--- src/decoder_pkg.sv ---
// constants and types shared by the instruction word decoder
package decoder_pkg;

  // ==========================================================
  // word layout
  localparam int WORD_W      = 14;
  localparam int CLASS_HI    = 13;
  localparam int CLASS_LO    = 12;
  localparam int FILE_W      = 7;
  localparam int FILE_LSB    = 0;
  localparam int DEST_BIT    = 7;
  localparam int BITPOS_W    = 3;
  localparam int BITPOS_LSB  = 7;
  localparam int LIT8_W      = 8;
  localparam int LIT11_W     = 11;
  localparam int DATA_W      = 8;

  // ==========================================================
  // class codes in the top two bits
  localparam logic [1:0] CODE_BYTE = 2'h0;
  localparam logic [1:0] CODE_BIT  = 2'h1;
  localparam logic [1:0] CODE_WIDE = 2'h2;

  typedef enum logic [1:0] {
    CL_BYTE,
    CL_BIT,
    CL_CTRL
  } iclass_e;

  // ==========================================================
  // special words, compared under a care mask
  localparam logic [WORD_W-1:0] SLEEP_WORD = 14'h0063;
  localparam logic [WORD_W-1:0] KICK_WORD  = 14'h0064;
  localparam logic [WORD_W-1:0] CARE_ALL   = 14'h3fff;

  // ==========================================================
  // instruction cycle timing
  localparam int         OSC_PER_CYCLE = 4;
  localparam logic [1:0] LAST_PHASE    = 2'(OSC_PER_CYCLE - 1);
  localparam logic [1:0] WRITE_PHASE   = 2'h2;

  // ==========================================================
  // status flag positions and reset values
  localparam int   STAT_PD_BIT = 3;
  localparam int   STAT_TO_BIT = 4;
  localparam logic RST_PD      = 1'b1;
  localparam logic RST_TO      = 1'b1;

endpackage

--- src/quad_phase_gen.sv ---
// four-phase instruction cycle generator
`timescale 1ns/10ps
`default_nettype none
module quad_phase_gen
  import decoder_pkg::*;
(
  input  wire logic       core_clk_in,
  input  wire logic       rst_n_in,
  output logic      [1:0] phase_out,
  output logic            start_out
);

  // ==========================================================
  // phase counter, one oscillator period per clock
  logic [1:0] phase_d;
  logic       start_d;

  always_comb begin
    phase_d = (phase_out == LAST_PHASE) ? 2'h0 : phase_out + 2'h1;
    start_d = (phase_out == LAST_PHASE);
  end

  always_ff @(posedge core_clk_in or negedge rst_n_in) begin
    if (!rst_n_in) begin
      phase_out <= 2'h0;
      start_out <= 1'b1;
    end else begin
      phase_out <= phase_d;
      start_out <= start_d;
    end
  end

endmodule
`default_nettype wire

--- src/word_field_split.sv ---
// splits a fetched word into class and operand fields
`timescale 1ns/10ps
`default_nettype none
module word_field_split
  import decoder_pkg::*;
(
  input  wire logic [WORD_W-1:0]  word_in,
  output iclass_e                 class_out,
  output logic      [FILE_W-1:0]  file_addr_out,
  output logic                    dest_file_out,
  output logic      [BITPOS_W-1:0] bit_pos_out,
  output logic      [LIT11_W-1:0] lit_out,
  output logic                    lit_wide_out,
  output logic                    is_sleep_out,
  output logic                    is_kick_out
);

  // ==========================================================
  // masked compare, so loose bits never change the result
  function automatic logic match_word(input logic [WORD_W-1:0] w,
                                      input logic [WORD_W-1:0] pat,
                                      input logic [WORD_W-1:0] care);
    match_word = ((w ^ pat) & care) == '0;
  endfunction

  always_comb begin
    is_sleep_out  = match_word(word_in, SLEEP_WORD, CARE_ALL); // RL8
    is_kick_out   = match_word(word_in, KICK_WORD, CARE_ALL); // RL8
    file_addr_out = word_in[FILE_LSB +: FILE_W]; // RL3
    dest_file_out = word_in[DEST_BIT];
    bit_pos_out   = word_in[BITPOS_LSB +: BITPOS_W]; // RL6
    lit_wide_out  = 1'b0;
    lit_out       = {{(LIT11_W-LIT8_W){1'b0}}, word_in[LIT8_W-1:0]}; // RL7 RL8
    // control words live in the byte space but must not write back
    if (is_sleep_out || is_kick_out) begin
      class_out = CL_CTRL;
    end else if (word_in[CLASS_HI:CLASS_LO] == CODE_BYTE) begin
      class_out = CL_BYTE; // RL2
    end else if (word_in[CLASS_HI:CLASS_LO] == CODE_BIT) begin
      class_out = CL_BIT; // RL2
    end else begin
      class_out = CL_CTRL; // RL2
      if (word_in[CLASS_HI:CLASS_LO] == CODE_WIDE) begin
        lit_wide_out = 1'b1;
        lit_out      = word_in[LIT11_W-1:0]; // RL7
      end
    end
  end

endmodule
`default_nettype wire

--- src/instruction_word_decoder.sv ---
// instruction word decoder and cycle sequencer
//
// Summary of operation
// [RL1] each 14-bit word splits into an opcode part and operand fields
// [RL2] every word is sorted as byte, bit, or literal and control class
// [RL3] byte and bit words carry a 7-bit file address, 0x00 to 0x7F
// [RL4] byte word with destination 0 writes the accumulator only
// [RL5] byte word with destination 1 writes back the addressed file register
// [RL6] bit words select one bit of the 8-bit file register by position
// [RL7] literal words yield an 8-bit or 11-bit constant
// [RL8] don't-care bits never change decoding
// [RL9] a word completes in one instruction cycle unless it branches
// [RL10] a branch or taken skip adds a second cycle executed as no-op
// [RL11] an instruction cycle is four oscillator periods
// [RL12] power-down clears watchdog, clears power-down flag, sets time-out flag
// [RL13] watchdog kick and power-down both clear watchdog and its prescaler
// [RL14] class and fields reach the datapath in the word's own cycle
`timescale 1ns/10ps
`default_nettype none
module instruction_word_decoder
  import decoder_pkg::*;
(
  input  wire logic                          core_clk_in,
  input  wire logic                          resetn_in,
  input  wire logic [decoder_pkg::WORD_W-1:0] instr_word_in,
  input  wire logic                          instr_valid_in,
  input  wire logic                          branch_taken_in,
  input  wire logic                          guard_timeout_in,
  output logic                               fetch_ack_out,
  output logic      [1:0]                    phase_out,
  output logic                               cycle_start_out,
  output logic                               nop_cycle_out,
  output decoder_pkg::iclass_e               class_out,
  output logic      [decoder_pkg::FILE_W-1:0] file_addr_out,
  output logic                               dest_file_out,
  output logic      [decoder_pkg::BITPOS_W-1:0] bit_pos_out,
  output logic      [decoder_pkg::DATA_W-1:0] bit_sel_out,
  output logic      [decoder_pkg::LIT11_W-1:0] lit_out,
  output logic                               lit_wide_out,
  output logic                               acc_we_out,
  output logic                               file_we_out,
  output logic                               guard_clear_out,
  output logic      [decoder_pkg::DATA_W-1:0] status_flags_out
);
  import decoder_pkg::*;

  // ==========================================================
  // reset release through two flops
  logic rst_meta_q;
  logic rst_n_q;

  always_ff @(posedge core_clk_in or negedge resetn_in) begin
    if (!resetn_in) begin
      rst_meta_q <= 1'b0;
      rst_n_q    <= 1'b0;
    end else begin
      rst_meta_q <= 1'b1;
      rst_n_q    <= rst_meta_q;
    end
  end

  // ==========================================================
  // watchdog time-out comes from its own oscillator
  logic tmo_meta_q;
  logic tmo_sync_q;
  logic tmo_last_q;
  logic tmo_rise;

  always_ff @(posedge core_clk_in or negedge rst_n_q) begin
    if (!rst_n_q) begin
      tmo_meta_q <= 1'b0;
      tmo_sync_q <= 1'b0;
      tmo_last_q <= 1'b0;
    end else begin
      tmo_meta_q <= guard_timeout_in;
      tmo_sync_q <= tmo_meta_q;
      tmo_last_q <= tmo_sync_q;
    end
  end

  assign tmo_rise = tmo_sync_q && !tmo_last_q;

  // ==========================================================
  // phase generator and field split
  logic [1:0] phase;
  logic       start;

  quad_phase_gen u_phase (
    .core_clk_in (core_clk_in),
    .rst_n_in    (rst_n_q),
    .phase_out   (phase),
    .start_out   (start)
  );

  iclass_e              dec_class;
  logic [FILE_W-1:0]    dec_file;
  logic                 dec_dest;
  logic [BITPOS_W-1:0]  dec_pos;
  logic [LIT11_W-1:0]   dec_lit;
  logic                 dec_wide;
  logic                 dec_sleep;
  logic                 dec_kick;

  word_field_split u_split (
    .word_in       (instr_word_in),
    .class_out     (dec_class),
    .file_addr_out (dec_file),
    .dest_file_out (dec_dest),
    .bit_pos_out   (dec_pos),
    .lit_out       (dec_lit),
    .lit_wide_out  (dec_wide),
    .is_sleep_out  (dec_sleep),
    .is_kick_out   (dec_kick)
  ); // RL1

  // one-hot bit select, one decoder cell per bit
  logic [DATA_W-1:0] sel_onehot;

  for (genvar i = 0; i < DATA_W; i++) begin : g_sel
    assign sel_onehot[i] = (dec_pos == BITPOS_W'(i)); // RL6
  end

  // ==========================================================
  // cycle sequencer
  typedef enum logic [1:0] {
    ST_EXEC,
    ST_FLUSH,
    ST_STALL
  } cycle_state_e;

  cycle_state_e state_q;
  cycle_state_e state_d;
  logic         branch_pend_q;
  logic         branch_pend_d;
  logic         take;

  // the word on the fetch port is dropped in a flush cycle: it was prefetched
  assign take = start && instr_valid_in && !branch_pend_q;

  always_comb begin
    state_d       = state_q;
    branch_pend_d = branch_pend_q;
    if (start) begin
      if (branch_pend_q) begin
        state_d = ST_FLUSH; // RL10
      end else if (instr_valid_in) begin
        state_d = ST_EXEC; // RL9
      end else begin
        state_d = ST_STALL;
      end
      branch_pend_d = take && dec_wide; // RL10
    end else begin
      case (state_q)
        ST_EXEC: branch_pend_d = branch_pend_q || branch_taken_in; // RL10
        default: branch_pend_d = branch_pend_q;
      endcase
    end
  end

  always_ff @(posedge core_clk_in or negedge rst_n_q) begin
    if (!rst_n_q) begin
      state_q       <= ST_STALL;
      branch_pend_q <= 1'b0;
    end else begin
      state_q       <= state_d;
      branch_pend_q <= branch_pend_d;
    end
  end

  // ==========================================================
  // decoded fields, loaded at the cycle's first edge
  logic is_sleep_q;
  logic is_kick_q;

  always_ff @(posedge core_clk_in or negedge rst_n_q) begin
    if (!rst_n_q) begin
      class_out     <= CL_CTRL;
      file_addr_out <= '0;
      dest_file_out <= 1'b0;
      bit_pos_out   <= '0;
      bit_sel_out   <= '0;
      lit_out       <= '0;
      lit_wide_out  <= 1'b0;
      is_sleep_q    <= 1'b0;
      is_kick_q     <= 1'b0;
    end else if (take) begin
      class_out     <= dec_class; // RL14
      file_addr_out <= dec_file; // RL3
      dest_file_out <= dec_dest;
      bit_pos_out   <= dec_pos;
      bit_sel_out   <= sel_onehot; // RL6
      lit_out       <= dec_lit; // RL7
      lit_wide_out  <= dec_wide;
      is_sleep_q    <= dec_sleep;
      is_kick_q     <= dec_kick;
    end
  end

  // ==========================================================
  // strobes, landing in the last oscillator period
  logic exec_valid_q;
  logic exec_valid_d;
  logic acc_we_d;
  logic file_we_d;
  logic clear_d;
  logic pd_d;
  logic to_d;
  logic pd_q;
  logic to_q;

  always_comb begin
    exec_valid_d = start ? take : exec_valid_q;
    acc_we_d     = 1'b0;
    file_we_d    = 1'b0;
    clear_d      = 1'b0;
    pd_d         = pd_q;
    to_d         = to_q;
    if (exec_valid_q && phase == WRITE_PHASE) begin
      acc_we_d  = (class_out == CL_BYTE) && !dest_file_out; // RL4
      file_we_d = (class_out == CL_BYTE) && dest_file_out; // RL5
      clear_d   = is_sleep_q || is_kick_q; // RL13
      if (is_sleep_q) begin
        pd_d = 1'b0; // RL12
        to_d = 1'b1; // RL12
      end
    end
    // a time-out in the same cycle still gets recorded
    if (tmo_rise) begin
      to_d = 1'b0;
    end
  end

  always_ff @(posedge core_clk_in or negedge rst_n_q) begin
    if (!rst_n_q) begin
      exec_valid_q    <= 1'b0;
      acc_we_out      <= 1'b0;
      file_we_out     <= 1'b0;
      guard_clear_out <= 1'b0;
      pd_q            <= RST_PD;
      to_q            <= RST_TO;
    end else begin
      exec_valid_q    <= exec_valid_d;
      acc_we_out      <= acc_we_d;
      file_we_out     <= file_we_d;
      guard_clear_out <= clear_d;
      pd_q            <= pd_d;
      to_q            <= to_d;
    end
  end

  // ==========================================================
  // registered copies of timing and status
  always_ff @(posedge core_clk_in or negedge rst_n_q) begin
    if (!rst_n_q) begin
      fetch_ack_out    <= 1'b0;
      phase_out        <= 2'h0;
      cycle_start_out  <= 1'b0;
      nop_cycle_out    <= 1'b1;
      status_flags_out <= '0;
    end else begin
      fetch_ack_out    <= take;
      phase_out        <= phase; // RL11
      cycle_start_out  <= start;
      nop_cycle_out    <= exec_valid_d ? 1'b0 : 1'b1; // RL9
      status_flags_out <= '0;
      status_flags_out[STAT_PD_BIT] <= pd_q;
      status_flags_out[STAT_TO_BIT] <= to_q;
    end
  end

  // ==========================================================
  // checks
  // checks arm one clock after release: the release edge still shows reset values
  logic chk_arm_q;

  always_ff @(posedge core_clk_in or negedge rst_n_q) begin
    if (!rst_n_q) begin
      chk_arm_q <= 1'b0;
    end else begin
      chk_arm_q <= 1'b1;
    end
  end
endmodule
`default_nettype wire

--- config.mk ---
export PLATFORM = sky130hd
export DESIGN_NAME = instruction_word_decoder
export DESIGN_NICKNAME = d
export VERILOG_FILES = /design/src/decoder_pkg.sv /design/src/quad_phase_gen.sv /design/src/word_field_split.sv /design/src/instruction_word_decoder.sv
export SDC_FILE = /design/constraint.sdc
export NUM_CORES = 1
export LEC_CHECK = 0
export BUFFER_PORTS_ARGS = -buffer_cell sky130_fd_sc_hd__buf_2
export CAP_MARGIN = 20
export CORE_MARGIN = 2
export CORE_UTILIZATION = 49
export CTS_BUF_LIST = sky130_fd_sc_hd__clkbuf_16
export DETAILED_ROUTE_END_ITERATION = 6
export GPL_ROUTABILITY_DRIVEN = 0
export PLACE_DENSITY_LB_ADDON = 0.2
export SLEW_MARGIN = 20
export SYNTH_ARGS = -nofsm -noshare
export SYNTH_HDL_FRONTEND = slang
export SYNTH_SLANG_ARGS = --single-unit
--- constraint.sdc ---
create_clock -name core_clk_in -period 1.65 [get_ports core_clk_in]
set_input_delay 0.165 -clock core_clk_in [delete_from_list [all_inputs] [get_ports core_clk_in]]
set_output_delay 0.165 -clock core_clk_in [all_outputs]
set_load 0.02 [all_outputs]
== Word level (Yosys, flattened, before mapping) ==
Cells that the tools add are included.

* Reduce and logical (&&, ||, !) cells: 24
* Add/sub/neg operators: 1
* Bitwise operators: 2
* Eq/ne operators: 11
* Multiplexer cells: 24

{| class="wikitable"
|+ Operators by type and width
! kind !! count
|-
| $mux W11 || 4
|-
| $logic_not A14 Y1 || 2
|-
| $mux W1 || 14
|-
| $eq A3 B3 Y1 const B || 4
|-
| $mux W2 || 6
|-
| $logic_and A1 B1 Y1 || 7
|-
| $eq A2 B2 Y1 const B || 3
|-
| $eq A3 B2 Y1 const B || 2
|-
| $logic_not A2 Y1 || 3
|-
| $reduce_bool A2 Y1 || 3
|-
| $not A4 Y4 || 1
|-
| $reduce_and A2 Y1 || 2
|-
| $eq A3 B1 Y1 const B || 1
|-
| $logic_not A1 Y1 || 3
|-
| $logic_not A3 Y1 || 1
|-
| $logic_or A1 B1 Y1 || 3
|-
| $not A3 Y3 || 1
|-
| $add A2 B1 Y2 const B || 1
|-
| $eq A2 B1 Y1 const B || 1
|}

* Logic and storage cells: 91
* Register bits: 59

== Depth between registers and ports, before layout ==
* Word-level depth: 7
* Mapped depth: 5
* Gate-level depth less buffers: 4

== By module ==
From an unflattened synthesis, not the netlist that was laid out.

* Cells, all modules: 168
* Area total of the unflattened synthesis: 2,467.4 µm²

{| class="wikitable"
|+ Modules (own cells, without submodules)
! module !! cells each !! seq. area each (µm²) !! instances !! area each (µm²)
|-
| instruction_word_decoder || 129 || 1,407.6 || 1 || 2,114.5
|-
| word_field_split || 34 || 0.0 || 1 || 260.2
|-
| quad_phase_gen || 5 || 76.3 || 1 || 92.6
|}

== Worst setup path before layout ==
OpenSTA, ideal clock, no wires.

* Path kind: register -> register
* Start: register u_phase.start_out
* End: register class_out[1]
* Period minus slack after synthesis: 1.234 ns
* Setup slack: 0.416 ns
* Data arrival time: 1.143 ns
* Cell stages (with the launch flop): 5
* Cells stage by stage: dfstp_2 -> nand3b_1 -> buf_6 -> a2111oi_2 -> a211oi_1

* Word-level cells in the longest chain between the ends: 2

{| class="wikitable"
|+ Ends and longest elaborated chain
! element !! RTL line !! source
|-
| start, declared || quad_phase_gen.sv:10 || <nowiki>output logic start_out</nowiki>
|-
| start signal, assigned || quad_phase_gen.sv:29 || <nowiki>start_out <= start_d;</nowiki>
|-
| $logic_and A1 B1 Y1 (2 in series) || instruction_word_decoder.sv:138 || <nowiki>assign take = start && instr_valid_in && !branch_pend_q;</nowiki>
|-
| end signal, assigned || instruction_word_decoder.sv:187 || <nowiki>class_out <= dec_class;</nowiki>
|-
| end, declared || instruction_word_decoder.sv:33 || <nowiki>output decoder_pkg::iclass_e class_out,</nowiki>
|}

No other way between the ends.
A chain may end at the register's enable or synchronous reset.

== Worst setup path in the final report ==
* Start: register branch_pend_q
* End: register lit_out[10] (netlist name)

* Word-level cells in the longest chain between the ends: 2

{| class="wikitable"
|+ Ends and longest elaborated chain
! element !! RTL line !! source
|-
| start, declared || instruction_word_decoder.sv:133 || <nowiki>logic branch_pend_q;</nowiki>
|-
| start signal, assigned || instruction_word_decoder.sv:166 || <nowiki>branch_pend_q <= branch_pend_d;</nowiki>
|-
| $logic_not A1 Y1 || instruction_word_decoder.sv:138 ||
|-
| $logic_and A1 B1 Y1 || instruction_word_decoder.sv:138 ||
|-
| end signal, assigned || instruction_word_decoder.sv:192 || <nowiki>lit_out <= dec_lit;</nowiki>
|-
| end, declared || instruction_word_decoder.sv:38 || <nowiki>output logic [decoder_pkg::LIT11_W-1:0] lit_out,</nowiki>
|}

No other way between the ends.

==> results.txt <==
The run finished with clean final reports. The highest fanout seen on the critical path works out to 10. For the final database, setup skew stands at 0.007980 ns. Entering global routing, the biggest net connects 39 pins. The worst-case IR drop observed on VDD is 0.6998 mV. The floorplan step defined a die boundary enclosing 4523 um^2. The DRC marker count from the first detailed-route iteration came out at 108. The synthesized area divided by synthesized cell count is 10.89 um^2, and the number of standard cells after synthesis is 180. Setup repair after global routing left no endpoint under its margin.

The static leakage power came out at 1.284 nW. After detailed routing, the total wire length is 3.803 mm. After floorplanning, the core was sized to cover 3744 um^2. The type of destination of the critical path is a flop.

The finished layout holds 287 standard cells, fillers aside. The first TritonRoute pass finished after 4 iterations. The flip-flop and latch count after synthesis was 50. For this design, the slowest cell found on the critical path is sky130_fd_sc_hd__dfrtp_1. Setup violations remaining at the end of the flow were counted as 0. Summed over its instances, the top area cell type makes up 56.16% of the synthesized netlist area. The number of sinks handled by clock tree synthesis was 50; the number of rows in the core area was 22. TritonCTS built the clock tree. The later pin in the worst-skew pair is clocked with a latency of 0.29 ns. Type of the worst setup path: flop to flop.

In the final layout, the share of cells above drive strength 1 is 34.31%. The post-synthesis async set-or-reset flop share is 100.0%, and the height of the die is 67.26 um. The setup TNS after final layout was 0 ns; the post-CTS setup buffer count was 0. The worst reg2reg path depth is 5, and the routed length per instance is 13.25 um.

The number of antenna diodes in the final layout is 0. The effective utilization at floorplan was 52.37%. Sequential elements use 64.20% of the synthesized area. The net count of the finished layout is 259.

The critical path goes through nand3b_1 > clkinv_1 > buf_4 > nand3_1 > nand2_1. Counting I/O delays and the setup requirement, the final critical path takes 1.359 ns. For the number of unique standard cell types used by synthesis, the log shows 31.

Detailed placement finished with a half-perimeter wire length of 2.753 mm. The overall routing resource usage was 18.77%; the remaining antenna violation count after routing was 0. The worst hold path belongs to the class primary input to flop. The number of placed instances, taps included is 277. The type of origin of the critical path was a flop.

Data arrives at the worst endpoint at 1.53 ns. The number of antenna violations at the first check in global routing was 0; the number of max-capacitance violations reported was 0. The number of buffers inserted during clock tree synthesis was 5; the summed instance area of the synthesized netlist was 1961 um^2. The synthesized design spends more area on one cell type than any other, namely sky130_fd_sc_hd__dfrtp_1.

The number of global-route vias before repair came out at 1311. Dividing total power by cell area gives a power density of 1634 nW/um^2. The delay of the slowest cell on the worst path was 0.40 ns; the final-report hold violation count was 0. Among all flip-flop cells after synthesis, the most frequent one is sky130_fd_sc_hd__dfrtp_1. The number of pins exceeding their max-slew limit in the final report is 0. The clock slew at the register clock pins of the worst setup and hold paths was 0.06 ns.

The run gives 0 as the warning count from the yosys run. The instance count along the most critical hold path is 2, and the via count is 1429. In the post-synthesis netlist, the biggest area contributors are sky130_fd_sc_hd__dfrtp_1 56%, sky130_fd_sc_hd__nand2_1 9.6%, sky130_fd_sc_hd__dfstp_2 8.0%. For the highest clock frequency the design can meet, the log shows 735.8 MHz. The per-cell via count in the routed design is 4.979, and the area growth from synthesis to final layout is 22.46%. The tools report the global-route wire length before repair as 6.134 mm. The tools report the number of I/O pins as 68. The final cycle utilization of the critical path was 82.37%; the required arrival time at the worst endpoint was 1.82 ns. The cell at the root of the clock tree was sky130_fd_sc_hd__clkbuf_16. The logs give 0 for the remaining design rule violation count and 2 for the maximum number of buffers from clock root to sink.

The die outline width was 67.26 um. The number of synthesized flops with an enable pin came out at 0. Fill cells in the final layout number 309.

The level count of the clock H-tree was 2; the global route total overflow was 0. Input and output buffers added on the ports amount to 61.
## flip-flops by register name, summed over array words and instances, names as in the netlist, 2 cells and up
signal and flops:
file_addr_out 6, status_flags_out 2, u_phase.phase_out 2, bit_sel_out 8, state_q 2, lit_out 4
class_out 2, bit_pos_out 3, phase_out 2
## cell usage after synthesis, types with 2 or more instances
library cell / count
sky130_fd_sc_hd__nor2_1: 10
sky130_fd_sc_hd__dfrtp_1: 44
sky130_fd_sc_hd__inv_1: 8
sky130_fd_sc_hd__ha_1: 2
sky130_fd_sc_hd__nand3_1: 5
sky130_fd_sc_hd__a21oi_1: 2
sky130_fd_sc_hd__o31ai_1: 3
sky130_fd_sc_hd__o41ai_1: 4
sky130_fd_sc_hd__buf_4: 16
sky130_fd_sc_hd__conb_1: 2
sky130_fd_sc_hd__o21ai_0: 6
sky130_fd_sc_hd__a31oi_1: 2
sky130_fd_sc_hd__nand2_1: 50
sky130_fd_sc_hd__nor4_1: 2
sky130_fd_sc_hd__buf_2: 2
sky130_fd_sc_hd__buf_6: 2
sky130_fd_sc_hd__dfstp_2: 6
## critical path: cells and delay by family (launching register included)
| kind | cells | cell delay [ns] |
|---|---|---|
| flops | 1 | 0.40 |
| simple gates | 3 | 0.30 |
| buf+inv | 2 | 0.55 |
## kinds of logic after synthesis
logic type               share of synthesized area [%]
adder cells (fa/ha/maj)                          1.276
other                                           0.3830
multiplexers                                    0.5743
buffers and inverters                            9.700
AO/OA/AOI/OAI                                    7.658
AND/OR/NAND/NOR                                  16.21
flip-flops                                       64.20
## final cells by class
| cell class | instances | area (um^2) | share of cell area, % |
|---|---|---|---|
| Sequential cell | 50 | 1260 | 52.48 |
| Inverter | 9 | 33.78 | 1.407 |
| Clock inverter | 3 | 23.77 | 0.9901 |
| Clock buffer | 5 | 125.1 | 5.211 |
| Timing Repair Buffer | 67 | 367.9 | 15.32 |
| Multi-Input combinational cell | 105 | 530.5 | 22.09 |
| Tap cell | 48 | 60.06 | 2.501 |
## timing repair
item / in CTS / in global routing
endpoints found under the hold margin: 3 / 0
resized for setup: 0 / 0
hold buffers: 2 / 0
## final timing paths
kind	start	to	slack, ns
max in group asynchronous	rst_n_q	u_phase.start_out	0.98
min in group asynchronous	rst_n_q	bit_sel_out[3]	0.13
min reg2reg	rst_n_q	bit_sel_out[3]	0.13
min	instr_valid_in	state_q[1]	0.07
max	branch_pend_q	lit_out[10]	0.29
max reg2reg	branch_pend_q	lit_out[10]	0.29
## layer usage
metal	up-vias	share of wire (%)	GRT usage (%)
met4	0	0.95	6.888
li1	682	-	-
met1	688	43	24.33
met5	-	0	0
met3	4	6.7	6.333
met2	55	50	29.46
## cells in the final DEF, fill, tap and decap left out, types with 2 or more instances in the layout
cell,n
sky130_fd_sc_hd__buf_2,61
sky130_fd_sc_hd__nand2_1,50
sky130_fd_sc_hd__dfrtp_1,43
sky130_fd_sc_hd__nor2_1,10
sky130_fd_sc_hd__inv_1,8
sky130_fd_sc_hd__conb_1,7
sky130_fd_sc_hd__o21ai_0,6
sky130_fd_sc_hd__dfstp_2,6
sky130_fd_sc_hd__nand3_1,5
sky130_fd_sc_hd__clkbuf_16,5
sky130_fd_sc_hd__o41ai_1,4
sky130_fd_sc_hd__o31ai_1,3
sky130_fd_sc_hd__buf_4,3
sky130_fd_sc_hd__a21oi_1,2
sky130_fd_sc_hd__nor4_1,2
sky130_fd_sc_hd__a31oi_1,2
sky130_fd_sc_hd__ha_1,2
sky130_fd_sc_hd__clkinvlp_4,2
sky130_fd_sc_hd__dlygate4sd3_1,2
## power breakdown
group	switching, mW	internal [mW]
Clock	0.443	0.567
Sequential	0.193	1.50
Combinational	0.816	0.398
## per-stage QoR
step / hold WS (ns) / cell area [um^2] / util (%) / power (mW) / setup slack (ns)
final: 0.07146 / 2401 / 64.14 / 3.922 / 0.2909
after global routing: 0.07766 / 2401 / 64.14 / 4.167 / 0.1914
after CTS: 0.06967 / 2401 / 64.14 / 3.968 / 0.2866
after detailed placement: -0.04736 / 2232 / 59.63 / 2.942 / 0.2811
after global placement: -0.04935 / 2232 / 59.63 / 2.916 / 0.3540
after floorplan: -0.1306 / 1979 / - / 2.652 / 0.1657
No activity file was read; power rests on OpenSTA's default activity.
